### src/inc/lpcbd_regs.svh
`ifndef LPCBD_REGS_SVH
`define LPCBD_REGS_SVH
// ----------------------------------------
// timing
// ----------------------------------------
`define LPCBD_CLK_PERIOD_NS 5
`define LPCBD_TXP_NS        8
`define LPCBD_TCK_MAX_NS    100
`define LPCBD_TXP_CYC       ((`LPCBD_TXP_NS + `LPCBD_CLK_PERIOD_NS - 1) / `LPCBD_CLK_PERIOD_NS)
`define LPCBD_STOP_CYC      (`LPCBD_TCK_MAX_NS / `LPCBD_CLK_PERIOD_NS)
`define LPCBD_STABLE_CLKS   2'h2
// ----------------------------------------
// configuration
// ----------------------------------------
`define LPCBD_EIGHT_BANK    1'b1
`define LPCBD_CA_W          10
`define LPCBD_CNT_W         8
`endif

### src/inc/lpcbd_pkg.sv
`default_nettype none
package lpcbd_pkg;
    typedef enum logic [3:0] {
        CMD_NOP, CMD_MRW, CMD_MRR, CMD_REFPB, CMD_REFAB, CMD_ACT, CMD_WR, CMD_RD,
        CMD_PRE, CMD_BST, CMD_PDE, CMD_SRE, CMD_DPDE, CMD_EXIT, CMD_ILLEGAL
    } lpcbd_cmd_e;
    typedef enum logic [2:0] {MODE_RUN, MODE_PD, MODE_SREF, MODE_DPD, MODE_WAKE} lpcbd_mode_e;
    typedef struct packed {
        logic       ck1, ck2, ck3;
        logic       cs1, cs2, cke1, cke2;
        logic [9:0] ca1, ca2;
    } lpcbd_smp_s;
    typedef struct packed {
        lpcbd_mode_e mode;
        logic        cke_prev;
        logic        pend;
        logic [9:0]  ca_r;
        logic        vld;
        lpcbd_cmd_e  cmd;
        logic [2:0]  bank;
        logic [14:0] row;
        logic [11:0] col;
        logic        ap;
        logic        ab;
        logic [7:0]  ma;
        logic [7:0]  op;
        logic        ready;
        logic [1:0]  edges;
        logic [7:0]  wcnt;
        logic [7:0]  idle;
    } lpcbd_dec_s;
endpackage : lpcbd_pkg
`default_nettype wire

### src/inc/lpcbd_smp_if.sv
`default_nettype none
interface lpcbd_smp_if;
    logic       rise;
    logic       fall;
    logic       cs_n;
    logic       cke;
    logic [9:0] ca;
    modport src (output rise, fall, cs_n, cke, ca);
    modport dst (input rise, fall, cs_n, cke, ca);
endinterface : lpcbd_smp_if
`default_nettype wire

### src/core/lpcbd_sampler.sv
`default_nettype none
module lpcbd_sampler
    import lpcbd_pkg::*;
(
    // clock and reset
    input  wire logic       sys_clk_in,
    input  wire logic       sys_rst_in,
    // link pins
    input  wire logic       ck_in,
    input  wire logic       cke_in,
    input  wire logic       cs_n_in,
    input  wire logic [9:0] ca_in,
    // sampled link
    lpcbd_smp_if.src        smp
);
    import lpcbd_pkg::*;

    lpcbd_smp_s r;
    lpcbd_smp_s next_r;

    // ----------------------------------------
    // two-flop synchronisers, ck edge finder
    // ----------------------------------------
    always_comb
    begin
        next_r      = r;
        next_r.ck1  = ck_in;
        next_r.ck2  = r.ck1;
        next_r.ck3  = r.ck2;
        next_r.cs1  = cs_n_in;
        next_r.cs2  = r.cs1;
        next_r.cke1 = cke_in;
        next_r.cke2 = r.cke1;
        next_r.ca1  = ca_in;
        next_r.ca2  = r.ca1;
    end

    always_ff @(posedge sys_clk_in or posedge sys_rst_in)
    begin
        if (sys_rst_in)
            r <= '{cs1: 1'b1, cs2: 1'b1, default: '0};
        else
            r <= next_r;
    end

    // data stages match ck stages so both halves land with their edge
    assign smp.rise = r.ck2 & ~r.ck3;
    assign smp.fall = ~r.ck2 & r.ck3;
    assign smp.cs_n = r.cs2;
    assign smp.cke  = r.cke2;
    assign smp.ca   = r.ca2;
endmodule : lpcbd_sampler
`default_nettype wire

### src/core/lpcbd_top.sv
`default_nettype none
`include "lpcbd_regs.svh"
module lpcbd_top
    import lpcbd_pkg::*;
(
    // clock and reset
    input  wire logic        sys_clk_in,
    input  wire logic        sys_rst_in,
    // link pins
    input  wire logic        link_ck_in,
    input  wire logic        link_cke_in,
    input  wire logic        link_cs_n_in,
    input  wire logic [9:0]  link_ca_in,
    // decoded command
    output var  logic        cmd_valid_out,
    output var  lpcbd_cmd_e  cmd_out,
    output var  logic [2:0]  bank_out,
    output var  logic [14:0] row_out,
    output var  logic [11:0] col_out,
    output var  logic        auto_pre_out,
    output var  logic        all_bank_out,
    output var  logic [7:0]  mr_addr_out,
    output var  logic [7:0]  mr_op_out,
    // status
    output var  logic        ready_out,
    output var  lpcbd_mode_e mode_out
);
    import lpcbd_pkg::*;

    localparam logic [7:0] TXP_CYC  = 8'(`LPCBD_TXP_CYC);
    localparam logic [7:0] STOP_CYC = 8'(`LPCBD_STOP_CYC);

    lpcbd_smp_if sif ();

    lpcbd_sampler u_smp (
        .sys_clk_in (sys_clk_in),
        .sys_rst_in (sys_rst_in),
        .ck_in      (link_ck_in),
        .cke_in     (link_cke_in),
        .cs_n_in    (link_cs_n_in),
        .ca_in      (link_ca_in),
        .smp        (sif.src)
    );

    lpcbd_dec_s r;
    lpcbd_dec_s next_r;
    logic [9:0] c;
    logic [9:0] f;

    // ----------------------------------------
    // decode
    // ----------------------------------------
    always_comb
    begin
        next_r     = r;
        next_r.vld = 1'b0;
        c          = r.ca_r;
        f          = sif.ca;
        if ((r.mode == MODE_SREF || r.mode == MODE_DPD) && sif.cke)
        begin
            // enable level alone wakes, no clock edge needed
            next_r.mode     = MODE_WAKE;
            next_r.cke_prev = 1'b1;
            next_r.ready    = 1'b0;
            next_r.edges    = 2'h0;
            next_r.wcnt     = 8'h00;
            next_r.vld      = 1'b1;
            next_r.cmd      = CMD_EXIT;
        end
        else if (sif.rise)
        begin
            next_r.idle     = 8'h00;
            next_r.cke_prev = sif.cke;
            if (r.mode == MODE_WAKE && r.edges != `LPCBD_STABLE_CLKS)
                next_r.edges = r.edges + 2'h1;
            if (r.cke_prev && sif.cke)
            begin
                if (sif.cs_n || sif.ca[2:0] == 3'h7)
                begin
                    // NOP leaves mode and pending work untouched
                    next_r.vld = 1'b1;
                    next_r.cmd = CMD_NOP;
                end
                else if (r.mode == MODE_RUN && r.ready)
                begin
                    next_r.pend = 1'b1;
                    next_r.ca_r = sif.ca;
                end
                else
                begin
                    // non-NOP while waking is reported, not executed
                    next_r.vld = 1'b1;
                    next_r.cmd = CMD_ILLEGAL;
                end
            end
            else if (r.cke_prev && !sif.cke)
            begin
                next_r.vld = 1'b1;
                next_r.pend = 1'b0;
                if (sif.cs_n)
                begin
                    next_r.mode = MODE_PD;
                    next_r.cmd  = CMD_PDE;
                end
                else if (sif.ca[2:0] == 3'h3)
                begin
                    next_r.mode = MODE_DPD;
                    next_r.cmd  = CMD_DPDE;
                end
                else if (sif.ca[2:0] == 3'h4)
                begin
                    next_r.mode = MODE_SREF;
                    next_r.cmd  = CMD_SRE;
                end
                else
                    next_r.cmd = CMD_ILLEGAL;
            end
            else if (!r.cke_prev && sif.cke && r.mode == MODE_PD)
            begin
                next_r.mode  = MODE_WAKE;
                next_r.ready = 1'b0;
                next_r.edges = 2'h0;
                next_r.wcnt  = 8'h00;
                next_r.vld   = 1'b1;
                next_r.cmd   = CMD_EXIT;
            end
        end
        else if (sif.fall && r.pend)
        begin
            next_r.pend = 1'b0;
            next_r.vld  = 1'b1;
            next_r.bank = c[9:7];
            if (c[3:0] == 4'h0)
            begin
                next_r.cmd = CMD_MRW;
                next_r.ma  = {f[1:0], c[9:4]};
                next_r.op  = f[9:2];
            end
            else if (c[3:0] == 4'h8)
            begin
                next_r.cmd = CMD_MRR;
                next_r.ma  = {f[1:0], c[9:4]};
            end
            else if (c[3:0] == 4'h4)
                next_r.cmd = `LPCBD_EIGHT_BANK ? CMD_REFPB : CMD_ILLEGAL;
            else if (c[3:0] == 4'hC)
                next_r.cmd = CMD_REFAB;
            else if (c[1:0] == 2'h2)
            begin
                next_r.cmd = CMD_ACT;
                next_r.row = {f[9:8], c[6:2], f[7:0]};
            end
            else if (c[2:0] == 3'h1 || c[2:0] == 3'h5)
            begin
                next_r.cmd = c[2] ? CMD_RD : CMD_WR;
                next_r.col = {f[9:1], c[6:5], 1'b0};
                next_r.ap  = f[0];
            end
            else if (c[3:0] == 4'hB)
            begin
                next_r.cmd = CMD_PRE;
                next_r.ab  = c[4];
            end
            else if (c[3:0] == 4'h3)
                next_r.cmd = CMD_BST;
            else
                next_r.cmd = CMD_ILLEGAL;
        end
        else if (r.idle != STOP_CYC)
            next_r.idle = r.idle + 8'h01;
        if (r.mode == MODE_RUN && r.idle == STOP_CYC)
        begin
            // stopped clock with enable high: requalify on restart
            next_r.mode  = MODE_WAKE;
            next_r.ready = 1'b0;
            next_r.pend  = 1'b0;
            next_r.edges = 2'h0;
            next_r.wcnt  = 8'h00;
        end
        else if (r.mode == MODE_WAKE && r.edges == `LPCBD_STABLE_CLKS)
        begin
            if (r.idle == STOP_CYC)
                next_r.edges = 2'h0;
            else if (r.wcnt + 8'h01 >= TXP_CYC)
            begin
                next_r.mode  = MODE_RUN;
                next_r.ready = 1'b1;
            end
            else
                next_r.wcnt = r.wcnt + 8'h01;
        end
    end

    always_ff @(posedge sys_clk_in or posedge sys_rst_in)
    begin
        if (sys_rst_in)
            r <= '{mode: MODE_WAKE, cmd: CMD_NOP, default: '0};
        else
            r <= next_r;
    end

    // ----------------------------------------
    // outputs
    // ----------------------------------------
    assign cmd_valid_out = r.vld;
    assign cmd_out       = r.cmd;
    assign bank_out      = r.bank;
    assign row_out       = r.row;
    assign col_out       = r.col;
    assign auto_pre_out  = r.ap;
    assign all_bank_out  = r.ab;
    assign mr_addr_out   = r.ma;
    assign mr_op_out     = r.op;
    assign ready_out     = r.ready;
    assign mode_out      = r.mode;
endmodule : lpcbd_top
`default_nettype wire

### config.mk
export PLATFORM = sky130hd
export DESIGN_NAME = lpcbd_top
export DESIGN_NICKNAME = d
export VERILOG_FILES = /design/src/inc/lpcbd_pkg.sv /design/src/inc/lpcbd_smp_if.sv /design/src/core/lpcbd_sampler.sv /design/src/core/lpcbd_top.sv
export VERILOG_INCLUDE_DIRS = /design/src /design/src/inc
export SDC_FILE = /design/constraint.sdc
export NUM_CORES = 1
export LEC_CHECK = 0
export BUFFER_PORTS_ARGS = -buffer_cell sky130_fd_sc_hd__clkbuf_2
export CAP_MARGIN = 40
export CORE_ASPECT_RATIO = 1.25
export CORE_UTILIZATION = 27
export DETAILED_ROUTE_END_ITERATION = 6
export PLACE_DENSITY = 0.44
export SKIP_CTS_REPAIR_TIMING = 1
export SYNTH_ARGS = -nofsm -noshare
export SYNTH_HDL_FRONTEND = slang
export SYNTH_SLANG_ARGS = --single-unit
export TNS_END_PERCENT = 50
### constraint.sdc
create_clock -name sys_clk_in -period 4.45 [get_ports sys_clk_in]
set_clock_uncertainty 0.2 [all_clocks]
set_input_delay 0.89 -clock sys_clk_in [delete_from_list [all_inputs] [get_ports sys_clk_in]]
set_output_delay 0.89 -clock sys_clk_in [all_outputs]
set_load 0.02 [all_outputs]
Word level (Yosys, flattened, before mapping)
Index checks and enable logic that the tools add are counted.
W data, S select, Z words.
Storage, ports and cells
  memory bits (writable): 0
  memories: 0
  word-level logic and storage cells: 171
  bits of input ports: 15
  register bits: 113
  memory bits (read-only): 0
  bits in latches: 0
  output and inout port bits: 57
Cells by class
  bitwise gates (word level): 13
  shift-type cells: 0
  reduce and logical (&&, ||, !) cells: 32
  multiply operators: 0
  mux-type cells: 70
  div/mod/pow operators: 0
  order comparisons: 1
  add/sub/neg operators: 3
  equality and inequality tests: 26
Operator list (count)
  $mux W29: 4
  $mux W11: 10
  $mux W8: 8
  $mux W53: 1
  $mux W3: 14
  $mux W4: 9
  $mux W5: 7
  $mux W10: 2
  $add A8 B1 Y8 const B: 2
  $mux W15: 1
  $mux W14: 1
  $mux W13: 1
  $eq A3 B3 Y1 const B: 4
  $eq A4 B4 Y1 const B: 3
  $not A1 Y1: 11
  $logic_and A1 B1 Y1: 10
  $mux W1: 10
  $reduce_and A10 Y1: 1
  $reduce_and A5 Y1: 2
  $eq A3 B2 Y1 const B: 3
  $reduce_and A3 Y1: 3
  $reduce_and A9 Y1: 1
  $eq A8 B5 Y1 const B: 1
  $ge A8 B2 Y1 const B: 1
  23 further kinds: 35

Logic depth before layout (Yosys ltp)
Gate-level depths: netlist of the first run.
  depth in word-level cells: 12
  mapped depth: 8
  gate-level depth less buffers: 7

By module
A second synthesis of the first run with hierarchy kept.
Unflattened totals
  cell total of the unflattened synthesis: 431
  area, all modules: 5159.9 sq um
Modules (own cells, without submodules)
  lpcbd_top: times used 1, cells an instance 391, sequential area each 2153.3 sq um, area an instance 4388.0 sq um
  lpcbd_sampler: times used 1, cells an instance 40, sequential area each 678.2 sq um, area an instance 772.0 sq um

Worst setup path before layout of the first run
OpenSTA, ideal clock, no wires.
  path kind: reg-to-reg
  start point: reg r, in the netlist mode_out[2]
  end point: reg r[8] (netlist bit)
  data required time: 4125 ps
  arrival: 1937 ps
  path slack: 2188 ps
  stages on the path, launching flop included: 6
  period minus slack after synthesis: 2262 ps
  cells stage by stage: dfstp_2 > or3b_4 > a211o_1 > nor4_4 > nor2b_2 > mux2_4
RTL lines
  start, declared: RTL line lpcbd_top.sv:45  | lpcbd_dec_s r;
  start signal, assigned: RTL line lpcbd_top.sv:199  | r <= next_r;

Worst setup path in the final report of the first run
  start point: reg r, in the netlist mode_out[2]
  end point: reg r, in the netlist c[5]
On the way
  word-level cells in the longest chain between the ends: 5
Ends and longest elaborated chain
  $eq A3 B2 Y1: RTL line lpcbd_top.sv:59  | if ((r.mode == MODE_SREF || r.mode == MODE_DPD) && sif.cke)
  $logic_or A1 B1 Y1: RTL line lpcbd_top.sv:59
  $logic_and A1 B1 Y1: RTL line lpcbd_top.sv:59
  $not A1 Y1 (no source line)
  $reduce_and A5 Y1 (no source line) (*)
Every way passes the cells marked *; elsewhere a longest branch is shown, timed or not.
A chain may end at the register's enable or synchronous reset.

==> results of run 1 <==
-- metrics by stage --
step                instances  setup WS, ns  hold WS (ns)
global route              675         1.635        0.1541
CTS                       675         1.808        0.1478
detailed placement        643         1.823        0.1358
finish                    675         1.826        0.1459
global placement          641         1.655        0.1334
floorplan                 405        0.3776        0.1312
-- cells by family (layout without fill, tap and decap cells) --
| group | Yosys count | after routing |
|---|---|---|
| AOI/OAI and AO/OA | 47 | 47 |
| xor gates and xnor gates | 8 | 8 |
| adders and majority gates | 6 | 6 |
| buffers and inverters | 74 | 116 |
| DFF | 113 | 113 |
| muxes | 63 | 63 |
| other | 1 | 1 |
| and+or+nand+nor | 93 | 93 |
-- final cells by class --
cell class	count	area (µm²)
inverter	7	28.78
multi-input combinational	218	1739
clock buffer	23	488.0
fill	1782	12280
timing repair buffer	77	410.4
clock inverter	9	176.4
tap	228	285.3
sequential	113	2831
-- cell usage in the layout, fill, tap and decap left out, drive strengths merged, types with 3 or more instances in the layout --
master | Yosys | routed
xor2 | 6 | 6
nand2b | 4 | 4
nor2b | 4 | 4
nor2 | 20 | 20
nand2 | 9 | 9
dfrtp | 110 | 110
inv | 7 | 7
bufinv | 0 | 5
nand4 | 4 | 4
and4 | 4 | 4
nor4 | 3 | 3
ha | 6 | 6
a311oi | 3 | 3
mux2 | 62 | 62
clkinv | 0 | 3
buf | 60 | 7
o21ai | 14 | 14
nand3 | 10 | 10
a31oi | 5 | 5
nor3 | 4 | 4
and3b | 4 | 4
and3 | 4 | 4
dfstp | 3 | 3
nor3b | 3 | 3
clkbuf | 7 | 93
and2 | 11 | 11
a21oi | 8 | 8
o21bai | 3 | 3
o22ai | 3 | 3
-- path summary, 6_finish.rpt --
| path | to | cells past startpoint |
|---|---|---|
| worst max-delay path | c[5]$_DFFE_PP0P_ | 4 |
| worst min-delay path | u_smp.smp.ca[4]$_DFF_PP0_ | 0 |
| worst max register to register | c[5]$_DFFE_PP0P_ | 4 |
| worst min register to register | u_smp.smp.ca[4]$_DFF_PP0_ | 0 |
| max in group asynchronous | u_smp.next_r[9]$_DFF_PP0_ | 3 |
| min in group asynchronous | r[9]$_DFF_PP0_ | 2 |
-- registers in the layout (all words and copies together), names as in the netlist, 3 cells and up --
signal        cells
bank_out          3
row_out          15
u_smp.smp.ca     10
mode_out          3
r                20
mr_op_out         8
col_out          11
cmd_out           4
u_smp.next_r     14
c                10
mr_addr_out       8
-- report_power, final --
group / total [W] / internal, W / leakage, nW / switching [W]
clock network: 0.00151 / 0.00105 / 0.323 / 0.000462
registers: 0.00117 / 0.00109 / 1.49 / 0.0000821
logic: 0.000261 / 0.000111 / 1.12 / 0.000150
-- per-layer routing --
metal / wire (µm) / GRT usage / up-vias
li1: - / - / 1431
met1: 4635 / 0.1348 / 1533
met2: 5327 / 0.2010 / 68
met3: 428 / 0.03542 / 22
met4: 365 / 0.07631 / 0
met5: 0 / 0 / -
-- critical path: stages, from the launching register on --
cell and delay (ns):
dfstp_2 0.61, and3b_1 0.28, nor2_1 0.41, and4_1 0.62, mux2_2 0.39
==> qor.yml, run 1 <==
synthesis:
  synth_most_common_cell: "dfrtp_1"
  synth-seq-area-share: 0.5603
  mappedNetlistArea_um2: 5054
  synth_seq_cells: 113
  yosysWarnings: 0
  synthArstFlopShare: 1.000
  synth_top_family_by_area: "multiplexers"
  synthXorXnorAreaFrac: 0.01386
  synth_top_cell_area_share: 0.5447
  synth_mux_area_frac: 0.1409
  synth_flop_cell: "dfrtp_1"
  synth_edf_count: 0
  syn-num-nets: 426
  synth-simple-area-share: 0.1134
  syn_inst: 405
  synth-compound-area-share: 0.05942
  synth_fa_ha_area_frac: 0.01486
  synthTopCellsByCount: "dfrtp_1 (110), mux2_2 (61), buf_4 (54)"
  yosysTopAreaCell: "dfrtp_1"
  synth_cell_types: 54
  synth_area_leaders: "dfrtp_1 (54%), mux2_2 (14%), buf_4 (8.0%)"
  syn_area_per_cell_um2: 12.48
clock_tree:
  clk_pin_slew_ns: 0.05
  cts_root_buffer: "clkbuf_16"
  clock-sinks: 113
  clock_path_buffers: 2
  cts_tree: "done"
  insertion_delay_ns: 0.41
  numCtsBuffers: 17
  htreeDepth: 4
hold_path:
  hp-class: "register to register"
  hp-start: "u_smp.next_r[4]$_DFF_PP0_"
finish:
  drive_gt1_frac: 0.4049
  nNetsFinal: 455
  antenna_cells: 0
  syn2layout_area_growth_pct: 17.93
  fin_util: 0.3268
  final_area_um2: 5959
setup_path:
  required_ns: 4.54
  r2r_slack_ns: 1.83
  critPathMaxFanout: 11
  crit_type: "register to register"
  cp-start-kind: "register"
  endpoint_kind: "register"
  r2r_start: "mode_out[2]$_DFF_PP1_"
  arrival_ns: 2.72
  worstSetupStartpoint: "mode_out[2]$_DFF_PP1_"
route:
  drt_first_pass_iters: 4
  num_vias: 3054
  routedWlPerCell_um: 15.93
  drt_iter0_markers: 118
  drt-vias-per-instance: 4.524
  wl_um: 10760
  antenna_left: 0
  drc_errors: 0
placement:
  hpwl_um: 7567
  port_buffers: 70
  placedInstanceArea_um2: 5295
  place.gp.congestion: 0.7716
pwr:
  finalPower_w: 0.002949
  power_density_nw_per_um2: 494.8
  p_leak_nw: 2.935
  ir_drop_mv: 0.2506
grt:
  grt_pass1_vias: 3203
  gr-total-overflow: 0
  grt_max_degree: 55
  groute.usage.overall: 0.1205
  antenna_found_initial: 0
  grt_pass1_wl_um: 17720
die:
  dieArea_um2: 19270
  pin_count: 72
  fp.dieH_um: 155.0
  die_x_um: 124.4
  initial_core_util: 0.2771
  fp.coreArea_um2: 18240
  std_cell_rows: 55
sta:
  max_freq_mhz: 381.1
  rsz0062_at_grt: "no"
  period_share: 0.5897
  final-setup-viol-count: 0
  slew_viol_final: 0
  hold_viol_final: 0
  max-slew-margin-rel: 0.5221
  max_slew.worst_pin.slew_ns: 0.7153
  fin_tns_setup_ns: 0
  finalCriticalPeriod_ns: 2.624
job:
  cap_violations: 0
status:
  status: "completed"
(Power assumes the default switching activity.)
==> run 2: changes to the inputs <==
==> constraint.sdc (replaced) <==
create_clock -name sys_clk_in -period 2.6 [get_ports sys_clk_in]
set_clock_uncertainty 0.2 [all_clocks]
set_input_delay 0.52 -clock sys_clk_in [delete_from_list [all_inputs] [get_ports sys_clk_in]]
set_output_delay 0.52 -clock sys_clk_in [all_outputs]
set_load 0.02 [all_outputs]
==> run 2 against run 1 <==
Compared with the run above:
- via count increased by 0.33%
- total power rose by 71%
- largest cell class unchanged
- die area did not move
==> qor.yml, run 2 (same netlist as run 1, synthesis figures left out) <==
setup_path:
  endpoint_kind: "register"
  reg2reg_depth: 5
  crit_family: "simple AND/OR/NAND/NOR gates"
  cpPeakStageDelay_ns: 0.60
  path_cells: "or3b_4, a211o_1, nor4_4, nor2b_2, mux2_4"
  crit_type: "register to register"
  arrival_ns: 2.49
  crit_buf_inv: 0
  cp-start-kind: "register"
  r2r_start: "mode_out[2]$_DFF_PP1_"
  critPathMaxFanout: 10
  r2r_slack_ns: 0.21
  timing.rr.end: "r[8]$_DFF_PP0_"
  worst_path_max_delay_cell: "dfstp_2"
  required_ns: 2.69
finish:
  regMostFlops: "r"
  drive_gt1_frac: 0.4104
  syn2layout_area_growth_pct: 20.80
  nFillCells: 1826
  largest_register_ffs: 20
  antenna_cells: 0
  final_common_cell: "dfrtp_1"
  most-common-layout-cells: "dfrtp_1 (110), clkbuf_2 (70), mux2_2 (61)"
  regArea_um2: 2831
  multi_input_area_um2: 1739
  nNetsFinal: 471
route:
  drc_errors: 0
  routedWlPerCell_um: 15.82
  drt_iter0_markers: 136
  num_vias: 3064
  wl_um: 10930
  antenna_left: 0
  drt-vias-per-instance: 4.434
  drt_first_pass_iters: 4
sta:
  final-setup-viol-count: 0
  hold_viol_final: 0
  rsz0062_at_grt: "no"
  max_slew.worst_pin.slew_ns: 0.5611
  finalCriticalPeriod_ns: 2.395
  fin_tns_setup_ns: 0
  max_freq_mhz: 417.6
  max-slew-margin-rel: 0.6252
  period_share: 0.9211
  fin_ws_ns: 0.2052
  slew_viol_final: 0
pwr:
  p_leak_nw: 3.000
  finalPower_w: 0.005045
  power_density_nw_per_um2: 826.4
  ir_drop_mv: 0.3738
grt:
  gr-total-overflow: 0
  grt_max_degree: 49
  antenna_found_initial: 0
  grt_pass1_vias: 3224
  groute.usage.overall: 0.1240
  grt_pass1_wl_um: 18220
hold_path:
  hp-class: "primary input to register"
  min_to: "u_smp.next_r[7]$_DFF_PP0_"
  min_path_cells: 1
  hp-start: "link_ca_in[7]"
die:
  initial_core_util: 0.2771
  die_x_um: 124.4
  dieArea_um2: 19270
  std_cell_rows: 55
  fp.coreArea_um2: 18240
  fp.dieH_um: 155.0
  pin_count: 72
clock_tree:
  clock_path_buffers: 2
  numCtsBuffers: 17
  clk_pin_slew_ns: 0.05
  cts_root_buffer: "clkbuf_16"
  htreeDepth: 4
  insertion_delay_ns: 0.41
  cts_tree: "done"
  clock-sinks: 113
status:
  status: "completed"
placement:
  pre_cts_slack_ns: 0.2068
  place.gp.congestion: 0.8077
  hpwl_um: 7575
  port_buffers: 70
job:
  cap_violations: 0
## run 2: changes by cell type in the layout (fill, tap and decap cells not counted), sizes merged
cell	delta
dlygate4sd3	+6
inv	-1
clkinvlp	+3
buf	+10
clkinv	-2
## run 2: worst max-delay path by stage
stage / start / to / slack, ns / cells past startpoint
floorplan: mode_out[2]$_DFF_PP1_ / r[8]$_DFF_PP0_ / 0.34 / 5
global placement: mode_out[2]$_DFF_PP1_ / r[8]$_DFF_PP0_ / 0.26 / 5
detailed placement: mode_out[2]$_DFF_PP1_ / r[8]$_DFF_PP0_ / 0.21 / 5
CTS: mode_out[2]$_DFF_PP1_ / r[8]$_DFF_PP0_ / 0.19 / 5
global route: r[0]$_DFFE_PP0P_ / r[8]$_DFF_PP0_ / 0.1 / 7
finish: mode_out[2]$_DFF_PP1_ / r[8]$_DFF_PP0_ / 0.21 / 5
## run 2: per-stage QoR
| stage | util | area, µm² | hold slack [ns] | cells |
|---|---|---|---|---|
| 2_1_floorplan | - | 5057 | 0.1312 | 405 |
| 3_3_place_gp | 0.2955 | 5389 | 0.1315 | 653 |
| 3_5_place_dp | 0.2955 | 5389 | 0.1362 | 653 |
| 4_1_cts | 0.3315 | 6045 | -0.08508 | 685 |
| 5_1_grt | 0.3348 | 6105 | 0.0001924 | 691 |
| 6_report | 0.3348 | 6105 | 0.01867 | 691 |
## run 2: worst register-to-register path: cells and delay by family, from the launching register on
kind             cells  cell delay [ns]
AND/OR/NAND/NOR      3             0.87
multiplexers         1             0.27
flip-flops           1             0.60
AO/OA/AOI/OAI        1             0.34
## run 2: layout make-up
class	count	area share
clock inverter	9	0.02910
clock buffer	23	0.07829
sequential	113	0.4638
inverter	7	0.004919
multi-input combinational	218	0.2849
timing repair buffer	93	0.09223
tap	228	0.04673
## run 2: routing by layer
layer,wire [µm],global-route usage,up-vias,share of wire
li1,-,-,1462,-
met1,4738,0.1454,1538,0.43
met2,5633,0.2078,53,0.52
met3,399,0.04230,11,0.037
met4,159,0.04934,0,0.015
met5,0,0,-,0
## run 2: where the power goes
part,internal (W),leakage [nW],switching (W)
combinational,0.000205,1.20,0.000263
sequential,0.00187,1.49,0.000137
clock,0.00177,0.310,0.000796
total,0.00385,3.00,0.00120
